==> src/rtl/host_port_map.svh <==
`ifndef HOST_PORT_MAP_SVH
`define HOST_PORT_MAP_SVH

// ****************************************
// timing at the 100 MHz mclk
// ****************************************
`define MCLK_PERIOD_PS   10000
`define FLAG_UPD_NS      15
`define READ_VALID_NS    13
`define READ_HOLD_NS     3

// ****************************************
// synchronised pin vector layout
// ****************************************
`define PIN_W            15
`define PIN_SEL_N        14
`define PIN_RD_N         13
`define PIN_WR_N         12
`define PIN_DS           11
`define PIN_DIR          10
`define PIN_STAT         9
`define PIN_HALF         8
`define PIN_DATA_HI      7
`define PIN_DATA_LO      0
`define PIN_IDLE         15'h7400

// ****************************************
// reset values and status byte layout
// ****************************************
`define OBE_RST          1'b1
`define IBF_RST          1'b0
`define STAT_OBE_BIT     0
`define STAT_IBF_BIT     1
`define BYTE_RST         8'h00
`define WORD_RST         16'h0000

`endif

==> src/rtl/host_port_pkg.sv <==
`default_nettype none

package host_port_pkg;

    typedef enum logic [3:0] {
        st_idle  = 4'b0001,
        st_read  = 4'b0010,
        st_write = 4'b0100,
        st_hold  = 4'b1000
    } xfer_state_e;

endpackage

`default_nettype wire

==> src/rtl/pin_sync.sv <==
`default_nettype none

module pin_sync #(
    parameter int           W       = 15,
    parameter logic [W-1:0] RST_VAL = '0
) (
    input  wire logic         mclk,
    input  wire logic         rst_b,
    input  wire logic [W-1:0] pin,
    output logic      [W-1:0] q
);

    generate
        if (W < 1) begin : g_bad
            $error("pin_sync width must be at least one");
        end
    endgenerate

    logic [W-1:0] ff1_r;
    logic [W-1:0] ff2_r;
    logic [W-1:0] ff3_r;

    // ****************************************
    // three stages, change accepted when two agree
    // ****************************************
    genvar i;
    generate
        for (i = 0; i < W; i++) begin : g_bit
            logic q_r;
            logic q_nxt;
            always_comb begin
                q_nxt = (ff2_r[i] == ff3_r[i]) ? ff3_r[i] : q_r;
            end
            always_ff @(posedge mclk or negedge rst_b) begin
                if (!rst_b) begin
                    ff1_r[i] <= RST_VAL[i];
                    ff2_r[i] <= RST_VAL[i];
                    ff3_r[i] <= RST_VAL[i];
                    q_r      <= RST_VAL[i];
                end else begin
                    ff1_r[i] <= pin[i];
                    ff2_r[i] <= ff1_r[i];
                    ff3_r[i] <= ff2_r[i];
                    q_r      <= q_nxt;
                end
            end
            assign q[i] = q_r;
        end
    endgenerate

endmodule // pin_sync

`default_nettype wire

==> src/rtl/parallel_host_port.sv <==
`include "host_port_map.svh"
`default_nettype none

module parallel_host_port #(
    parameter int BYTE_W = 8,
    parameter int WORD_W = 16
) (
    input  wire logic              mclk,
    input  wire logic              rst_b,
    input  wire logic              host_select_n,
    input  wire logic              host_read_strobe_n,
    input  wire logic              host_write_strobe_n,
    input  wire logic              host_data_strobe,
    input  wire logic              host_direction_line,
    input  wire logic              status_select,
    input  wire logic              byte_half_select,
    input  wire logic [BYTE_W-1:0] host_byte_bus_in,
    output logic      [BYTE_W-1:0] host_byte_bus_out,
    output logic                   host_byte_bus_oe,
    output logic                   out_buffer_empty_flag,
    output logic                   in_buffer_full_flag,
    input  wire logic              single_strobe_mode,
    input  wire logic              data_strobe_active_high,
    input  wire logic              word_mode,
    input  wire logic              obe_invert,
    input  wire logic              ibf_invert,
    input  wire logic [WORD_W-1:0] out_word,
    input  wire logic              out_word_load,
    output logic                   out_word_pending,
    output logic      [WORD_W-1:0] in_word,
    output logic                   in_word_ready,
    input  wire logic              in_word_take
);

    localparam int FLAG_UPD_CYC = (`FLAG_UPD_NS * 1000 / `MCLK_PERIOD_PS)
                                  < 1 ? 1 :
                                  (`FLAG_UPD_NS * 1000 / `MCLK_PERIOD_PS);
    localparam int HOLD_CYC = (`READ_HOLD_NS * 1000 + `MCLK_PERIOD_PS - 1)
                              / `MCLK_PERIOD_PS;

    generate
        if (BYTE_W != 8 || WORD_W != 2 * BYTE_W) begin : g_bad
            $error("port needs an 8-bit bus and a word of two bytes");
        end
        if (FLAG_UPD_CYC != 1 || HOLD_CYC != 1) begin : g_bad_time
            $error("flag and hold timing assume one cycle at this clock");
        end
    endgenerate

    // ****************************************
    // pin synchroniser
    // ****************************************
    logic [`PIN_W-1:0] pin_s;

    pin_sync #(
        .W       (`PIN_W),
        .RST_VAL (`PIN_IDLE)
    ) u_pin_sync (
        .mclk  (mclk),
        .rst_b (rst_b),
        .pin   ({host_select_n, host_read_strobe_n, host_write_strobe_n,
                 host_data_strobe, host_direction_line, status_select,
                 byte_half_select, host_byte_bus_in}),
        .q     (pin_s)
    );

    logic              sel_act;
    logic              rd_act;
    logic              wr_act;
    logic              ds_act;
    logic              dir_rd;
    logic              stat_s;
    logic              half_s;
    logic [BYTE_W-1:0] data_s;
    logic              rd_frame;
    logic              wr_frame;

    always_comb begin
        sel_act = !pin_s[`PIN_SEL_N];
        rd_act  = !pin_s[`PIN_RD_N];
        wr_act  = !pin_s[`PIN_WR_N];
        ds_act  = pin_s[`PIN_DS] == data_strobe_active_high;
        dir_rd  = pin_s[`PIN_DIR];
        stat_s  = pin_s[`PIN_STAT];
        half_s  = pin_s[`PIN_HALF];
        data_s  = pin_s[`PIN_DATA_HI:`PIN_DATA_LO];
        if (single_strobe_mode) begin
            rd_frame = sel_act && ds_act;
            wr_frame = sel_act && ds_act;
        end else begin
            rd_frame = sel_act && rd_act;
            wr_frame = sel_act && wr_act;
        end
    end

    // ****************************************
    // transaction state and buffers
    // ****************************************
    host_port_pkg::xfer_state_e state_r;
    host_port_pkg::xfer_state_e state_nxt;
    logic              stat_r;
    logic              stat_nxt;
    logic              half_r;
    logic              half_nxt;
    logic [BYTE_W-1:0] rdata_r;
    logic [BYTE_W-1:0] rdata_nxt;
    logic [WORD_W-1:0] out_word_r;
    logic [WORD_W-1:0] out_word_nxt;
    logic              out_full_r;
    logic              out_full_nxt;
    logic [WORD_W-1:0] in_word_r;
    logic [WORD_W-1:0] in_word_nxt;
    logic              in_full_r;
    logic              in_full_nxt;
    logic              obe_r;
    logic              obe_nxt;
    logic              ibf_r;
    logic              ibf_nxt;
    logic              start_rd;
    logic              start_wr;
    logic              rd_done;
    logic              wr_done;
    logic              completes;

    always_comb begin
        state_nxt    = state_r;
        stat_nxt     = stat_r;
        half_nxt     = half_r;
        rdata_nxt    = rdata_r;
        out_word_nxt = out_word_r;
        out_full_nxt = out_full_r;
        in_word_nxt  = in_word_r;
        in_full_nxt  = in_full_r;
        start_rd     = 1'b0;
        start_wr     = 1'b0;
        rd_done      = 1'b0;
        wr_done      = 1'b0;
        // in word mode only the high half completes the word
        completes    = !word_mode || half_r;
        if (single_strobe_mode) begin
            start_rd = rd_frame && dir_rd;
            start_wr = wr_frame && !dir_rd;
        end else begin
            start_rd = rd_frame && !wr_act;
            start_wr = wr_frame && !rd_act;
        end
        case (state_r)
            host_port_pkg::st_idle: begin
                if (start_rd) begin
                    state_nxt = host_port_pkg::st_read;
                    stat_nxt  = stat_s;
                    half_nxt  = half_s;
                    if (stat_s) begin
                        rdata_nxt = '0;
                        rdata_nxt[`STAT_OBE_BIT] = !out_full_r;
                        rdata_nxt[`STAT_IBF_BIT] = in_full_r;
                    end else begin
                        rdata_nxt = half_s ? out_word_r[WORD_W-1:BYTE_W]
                                           : out_word_r[BYTE_W-1:0];
                    end
                end else if (start_wr) begin
                    state_nxt = host_port_pkg::st_write;
                    stat_nxt  = stat_s;
                    half_nxt  = half_s;
                end
            end
            host_port_pkg::st_read: begin
                if (!rd_frame) begin
                    state_nxt = host_port_pkg::st_hold;
                    rd_done   = !stat_r;
                end
            end
            host_port_pkg::st_write: begin
                // strobe or select going inactive ends write, data taken
                if (!wr_frame) begin
                    state_nxt = host_port_pkg::st_idle;
                    wr_done   = !stat_r;
                    if (!stat_r) begin
                        if (half_r) begin
                            in_word_nxt[WORD_W-1:BYTE_W] = data_s;
                        end else begin
                            in_word_nxt[BYTE_W-1:0] = data_s;
                        end
                    end
                end
            end
            host_port_pkg::st_hold: begin
                state_nxt = host_port_pkg::st_idle;
            end
            default: begin
                state_nxt = host_port_pkg::st_idle;
            end
        endcase
        // read of the word empties output buffer
        if (rd_done && completes) begin
            out_full_nxt = 1'b0;
        end
        // load wins over a clearing read
        if (out_word_load) begin
            out_word_nxt = out_word;
            out_full_nxt = 1'b1;
        end
        if (in_word_take) begin
            in_full_nxt = 1'b0;
        end
        // write of the word fills input buffer
        if (wr_done && completes) begin
            in_full_nxt = 1'b1;
        end
        // inversion only on the pin level
        obe_nxt = !out_full_nxt ^ obe_invert;
        ibf_nxt = in_full_nxt ^ ibf_invert;
    end

    always_ff @(posedge mclk or negedge rst_b) begin
        if (!rst_b) begin
            state_r    <= host_port_pkg::st_idle;
            stat_r     <= 1'b0;
            half_r     <= 1'b0;
            rdata_r    <= `BYTE_RST;
            out_word_r <= `WORD_RST;
            out_full_r <= 1'b0;
            in_word_r  <= `WORD_RST;
            in_full_r  <= 1'b0;
            obe_r      <= `OBE_RST;
            ibf_r      <= `IBF_RST;
        end else begin
            state_r    <= state_nxt;
            stat_r     <= stat_nxt;
            half_r     <= half_nxt;
            rdata_r    <= rdata_nxt;
            out_word_r <= out_word_nxt;
            out_full_r <= out_full_nxt;
            in_word_r  <= in_word_nxt;
            in_full_r  <= in_full_nxt;
            obe_r      <= obe_nxt;
            ibf_r      <= ibf_nxt;
        end
    end

    // ****************************************
    // outputs
    // ****************************************
    // drive during read plus one hold cycle
    assign host_byte_bus_oe      = state_r == host_port_pkg::st_read ||
                                   state_r == host_port_pkg::st_hold;
    assign host_byte_bus_out     = rdata_r;
    assign out_buffer_empty_flag = obe_r;
    assign in_buffer_full_flag   = ibf_r;
    assign out_word_pending      = out_full_r;
    assign in_word               = in_word_r;
    assign in_word_ready         = in_full_r;
endmodule // parallel_host_port

`default_nettype wire

==> config.mk <==
export PLATFORM = sky130hd
export DESIGN_NAME = parallel_host_port
export DESIGN_NICKNAME = d
export VERILOG_FILES = /design/src/rtl/host_port_pkg.sv /design/src/rtl/pin_sync.sv /design/src/rtl/parallel_host_port.sv
export VERILOG_INCLUDE_DIRS = /design/src /design/src/rtl
export SDC_FILE = /design/constraint.sdc
export NUM_CORES = 1
export LEC_CHECK = 0
export BUFFER_PORTS_ARGS = -buffer_cell sky130_fd_sc_hd__buf_2
export CAP_MARGIN = 20
export CORE_MARGIN = 2
export CORE_UTILIZATION = 50
export DETAILED_ROUTE_END_ITERATION = 8
export GPL_TIMING_DRIVEN = 0
export PLACE_DENSITY = 0.75
export SETUP_SLACK_MARGIN = 0.15
export SYNTH_ARGS = -nofsm -noshare
export SYNTH_HDL_FRONTEND = slang
export SYNTH_HIERARCHICAL = 1
export SYNTH_SLANG_ARGS = --single-unit
==> constraint.sdc <==
create_clock -name mclk -period 1.57 [get_ports mclk]
set_input_delay 0.157 -clock mclk [delete_from_list [all_inputs] [get_ports mclk]]
set_output_delay 0.157 -clock mclk [all_outputs]
set_load 0.05 [all_outputs]
# Word-level counts from Yosys, hierarchy flattened
# Index checks and enable logic that the tools add are counted.
# word_totals
ff_bits	110
input_bits	40
# classes
mux	23
n_bitwise	5
n_reduce_logical	25
eq_ne	23
# op_table
cell	count
1-bit == test	16
1-bit two-way mux	16
4-bit two-way mux	4
8-bit two-way mux	2
4-bit one-hot mux with 3 select lines	1
1-bit logical AND	9
1-bit logical NOT	8
4-bit AND reduction	2
4-bit by 1-bit == test with 1-bit output, second input constant	1
4-bit by 2-bit == test with 1-bit output, second input constant	1
4-bit by 3-bit == test with 1-bit output, second input constant	1
4-bit == test, second input constant	1
2-bit inequality test, second input constant	2
2-bit AND reduction	2
3-bit inequality test, second input constant	1
1-bit inverter	3
3-bit AND reduction	1
1-bit logical OR	2
2-bit nonzero test	1
1-bit XOR	2

# Logic depth before layout (Yosys ltp)
# depth
ltp_word	10
depth_mapped	6

# Hierarchy
# The synthesis kept the hierarchy.
# by_module_without_submodules
mod	area_per_inst_um2	cells_per_inst	instances
parallel_host_port	2245.9	167	1
pin_sync	1803.0	90	1

# Least setup slack after synthesis
# OpenSTA, ideal clock, no wires.
# synth_path
path_type	register -> output
from	register state_r[3]
to	output port host_byte_bus_oe
n_path_buf	0
required_ns	1.413
t_arrival_ns	1.609
slack_ns	-0.196
path_stages_with_launch	3
path_cell_list	dfrtp_1 > xnor2_1 > nor3_1
# synth_between
elab_chain_cells	2
# synth_lines
item	line_no	text
start, declared	parallel_host_port.sv:99	host_port_pkg::xfer_state_e state_r;
start signal, assigned	parallel_host_port.sv:217	state_r <= host_port_pkg::st_idle;
start signal, assigned	parallel_host_port.sv:228	state_r <= state_nxt;
4-bit by 2-bit == test with 1-bit output or 4-bit == test (tied branches)	parallel_host_port.sv:245, parallel_host_port.sv:246	
1-bit logical OR (*)	parallel_host_port.sv:245	assign host_byte_bus_oe = state_r == host_port_pkg::st_read ||
end, declared	parallel_host_port.sv:19	output logic host_byte_bus_oe,
# Mark *: on every way between the ends. The rest lies on a longest branch, timed or not.

# Final worst setup path
# layout_path
from	register u_pin_sync.g_bit[14].q_r
to	register in_word_r[8] (netlist: in_word[8])
# layout_between
elab_chain_cells	5
# layout_lines
item	line_no	text
start, declared	pin_sync.sv:29	logic q_r;
start signal, assigned	pin_sync.sv:39	q_r <= RST_VAL[i];
start signal, assigned	pin_sync.sv:44	q_r <= q_nxt;
1-bit logical NOT (*)	parallel_host_port.sv:79	sel_act = !pin_s[`PIN_SEL_N];
1-bit logical AND (on tied branches)	parallel_host_port.sv:92, parallel_host_port.sv:89	
1-bit two-way mux (*)	parallel_host_port.sv:87	if (single_strobe_mode) begin
1-bit inverter (no line) (*)	--	
4-bit AND reduction (no line) (*)	--	
end signal, assigned	parallel_host_port.sv:223	in_word_r <= `WORD_RST;
end signal, assigned	parallel_host_port.sv:234	in_word_r <= in_word_nxt;
end, declared	parallel_host_port.sv:111	logic [WORD_W-1:0] in_word_r;
# Marks and branches as above.
# A chain may end at the register's enable or synchronous reset.

==> impl_results.md <==
* Setup crit end kind: register
* Number of global-route vias before repair at 2494
* Synthesized Nets at 297
* Antenna violations before repair at 0
* Layout Skew at 0.0154 ns
* Reg2reg end: in_word[8]
* Yosys top cell area share at 56.9%
* Top_reg_cell synth: dfrtp_1
* Final slew viol count at 0
* Total grt overflow at 0
* Drt total wl at 7500 microns
* Busiest grt layer: met2
* Avg Vias per Cell at 4.95
* Worst Setup SP: u_pin_sync/g_bit[14].q_r
* Syn Inst Count at 257
* Synthesized area per cell at 15.8 sq um
* Grt met3 use at 2.97%
* Distinct cells, synth at 40
* Worst skew pair latency at 0.37 ns
* Flop2flop setup slack at -0.08 ns
* Inserted Diodes at 0
* Effective utilization at floorplan at 52.1%
* IO Count at 69
* Fmax at 607 MHz
* H-tree Lvls at 3
* DIE AREA at 8830 sq um
* Clock share of power at 25.4%
* Met2 global-route usage at 30.6%
* Area grow syn2layout at 32.6%
* Final Worst Setup Slack at -0.0777 ns
* Final worst-path cycle share at 105%
* # setup viols final at 27
* TritonRoute pass-1 iters at 4
* Post-route DRC at 0
* Register area at 2780 sq um
* CTS buffer count at 9
* Static leakage at 0.00252 uW
* Hold Path Origin: out_word[7]
* Min cycle time layout at 1.65 ns
* Post-detail-place hpwl at 4410 microns
* All-layer global routing usage at 18.2%
* Rel. slew slack at 61.3%
* Min Hold Slack at 0.0158 ns
* CTS root buf: clkbuf_8
* Critical path data arrival time at 1.90 ns
* Total power per unit cell area at 1390 nW/um^2
* Via count at 2383
* Synth warn at 6
* Outcome: finished, violations left
* Final nets at 414
* # clock sinks at 110
* Post-route ant nets at 0
* Final Hold Vio Count at 0
* RSZ-0062 raised after global routing: yes
* Max-cap violations at 0
* Syn Std Cell Area at 4050 sq um
* Sequential area share after synthesis at 68.5%
* Sw Share at 33.1%
* Synth cell count leaders: dfrtp_1 (92), mux2_2 (42), dfstp_2 (18)
* Failing checks: negative setup slack
* Count leader, synth: dfrtp_1
* CTS tree: done
* Share of cells above drive strength 1 at 57.8%
* Core Footprint at 7770 sq um
* Placed instance area at 4580 sq um
* Internal Power at 4970 uW
* Max clock buf depth at 2
* Share of flip-flops with an asynchronous set or reset at 100%
* Yosys reg bits at 110
* Cell taking the most area after synthesis: dfrtp_1
* Area of the multi-input gates at 1330 sq um
* Switch Pwr at 2470 uW
* Fill cell count at 535
* Worst-path fanout max at 8
* Crit Reg-Reg Startpoint: u_pin_sync/g_bit[14].q_r
* Num rows at 32
* Worst Hold Depth at 2
* Pwr Total at 7440 uW
* Worst Reg-to-Reg Cells at 6
* Hold Crit Endpoint: out_word_r[7]
* Startpoint type of the worst setup path: register
* Met1 Usage GRT at 23.0%
* WL/cell at 15.6 microns
* IO Port Bufs at 66
* Combinational fraction of design power at 27.9%
* Flop pwr share at 46.7%
* First-pass GRT wire length at 12100 microns
* Post-Place Setup Slack at -0.196 ns
* Gpl congestion at 0.812
* Die H at 94.0 microns
* Worst vdd ir at 0.945 mV
* Fin area at 5370 sq um
* Setup CP Type: reg -> reg
* Reg clk slew, reported paths at 0.11 ns
* HP Class: in -> reg
* Worst slew pin tran at 0.580 ns
* Top post-synthesis cells by area: dfrtp_1 (57%), dfstp_2 (12%), mux2_2 (12%), maj3_2 (4.2%), buf_4 (3.2%)
* CP Data Required Time at 1.82 ns
* Die X at 94.0 microns
* Initial DRC count at 109
* Post-synth EDFFs at 0
* Fin util at 69.1%
* Largest net degree at the start of global routing at 70
[flip-flops by register name (all words and copies together), names as in the netlist]
signal,flops
in_buffer_full_flag,1
half_r,1
stat_r,1
state_r,4
out_word_r,16
u_pin_sync/ff1_r,15
in_word,16
host_byte_bus_out,8
in_word_ready,1
u_pin_sync/ff3_r,15
u_pin_sync/ff2_r,15
u_pin_sync/g_bit.q_r,15
out_buffer_empty_flag,1
out_word_pending,1
[power by group through the flow]
stage / clock network, uW / registers, uW / logic (uW)
floorplan: 0 / 4220 / 580
global placement: 0 / 3490 / 1720
detailed placement: 0 / 3510 / 1760
CTS: 1930 / 3470 / 1980
global route: 2040 / 3530 / 2180
finish: 1890 / 3480 / 2070
[timing repair]
item	in CTS	in global routing
pin swaps	9	5
hold buffers	19	0
hold endpoints to repair	45	0
endpoints found under the setup margin	33	34
gates resized for setup	34	16
gates cloned	1	0
buffers inserted	14	6
[cell type report]
class / instances / area share (%)
Buffer: 20 / 3.10
Clock buffer: 9 / 2.31
Clock inverter: 7 / 1.89
Inverter: 3 / 0.210
Multi-Input combinational cell: 124 / 24.8
Sequential cell: 110 / 51.7
Tap cell: 102 / 2.38
Timing Repair Buffer: 106 / 13.6
[worst max-delay path by stage]
stage / endpoint / slack [ns] / cells after the start
2_1_floorplan: in_word[10] / -0.01 / 6
3_5_place_dp: in_word[13] / -0.20 / 5
4_1_cts: in_word[10] / -0.09 / 5
5_1_grt: out_word_pending / -0.15 / 5
3_3_place_gp: out_word_r[7] / -0.79 / 1
6_report: in_word[8] / -0.08 / 6
[cells in the final DEF (no fill, tap or decap), types with 4 or more instances in the layout]
master,instances
mux2_4,17
mux2i_1,8
buf_4,27
buf_2,64
buf_6,11
dlygate4sd3_1,19
nor2_1,13
dfstp_2,18
nand2_1,4
clkbuf_8,9
maj3_2,15
dfrtp_1,90
mux2_2,25
[logic make-up (layout without fill, tap and decap cells)]
logic type,Yosys count,count (layout),share of synthesized area [%]
flip-flops,110,110,68.5
multiplexers,50,50,13.7
AND/OR/NAND/NOR,38,39,5.59
buffers and inverters,24,145,3.83
AO/OA/AOI/OAI,16,16,3.15
adder cells (fa/ha/maj),15,15,4.17
XOR/XNOR,4,4,1.05
[per-stage QoR]
step / cells / TNS [ns]
2_1_floorplan: 257 / -0.0891
3_3_place_gp: 425 / -78.74
3_5_place_dp: 426 / -3.82
4_1_cts: 476 / -1.51
5_1_grt: 481 / -3.08
6_report: 481 / -1.47
[critical path, cell delays in order (launching register included)]
cell and delay (ns):
dfstp_2 0.55, buf_6 0.12, nor2b_4 0.05, a21oi_4 0.16, and3_4 0.21, buf_12 0.14, mux2_4 0.30
[per-layer routing]
layer / vias to the layer above / wire length, microns
li1: 1110 / -
met3: 12 / 201
met4: 0 / 163
met1: 1218 / 3200
met5: - / 0
met2: 43 / 3940
Power figures use the tool's default switching activity.
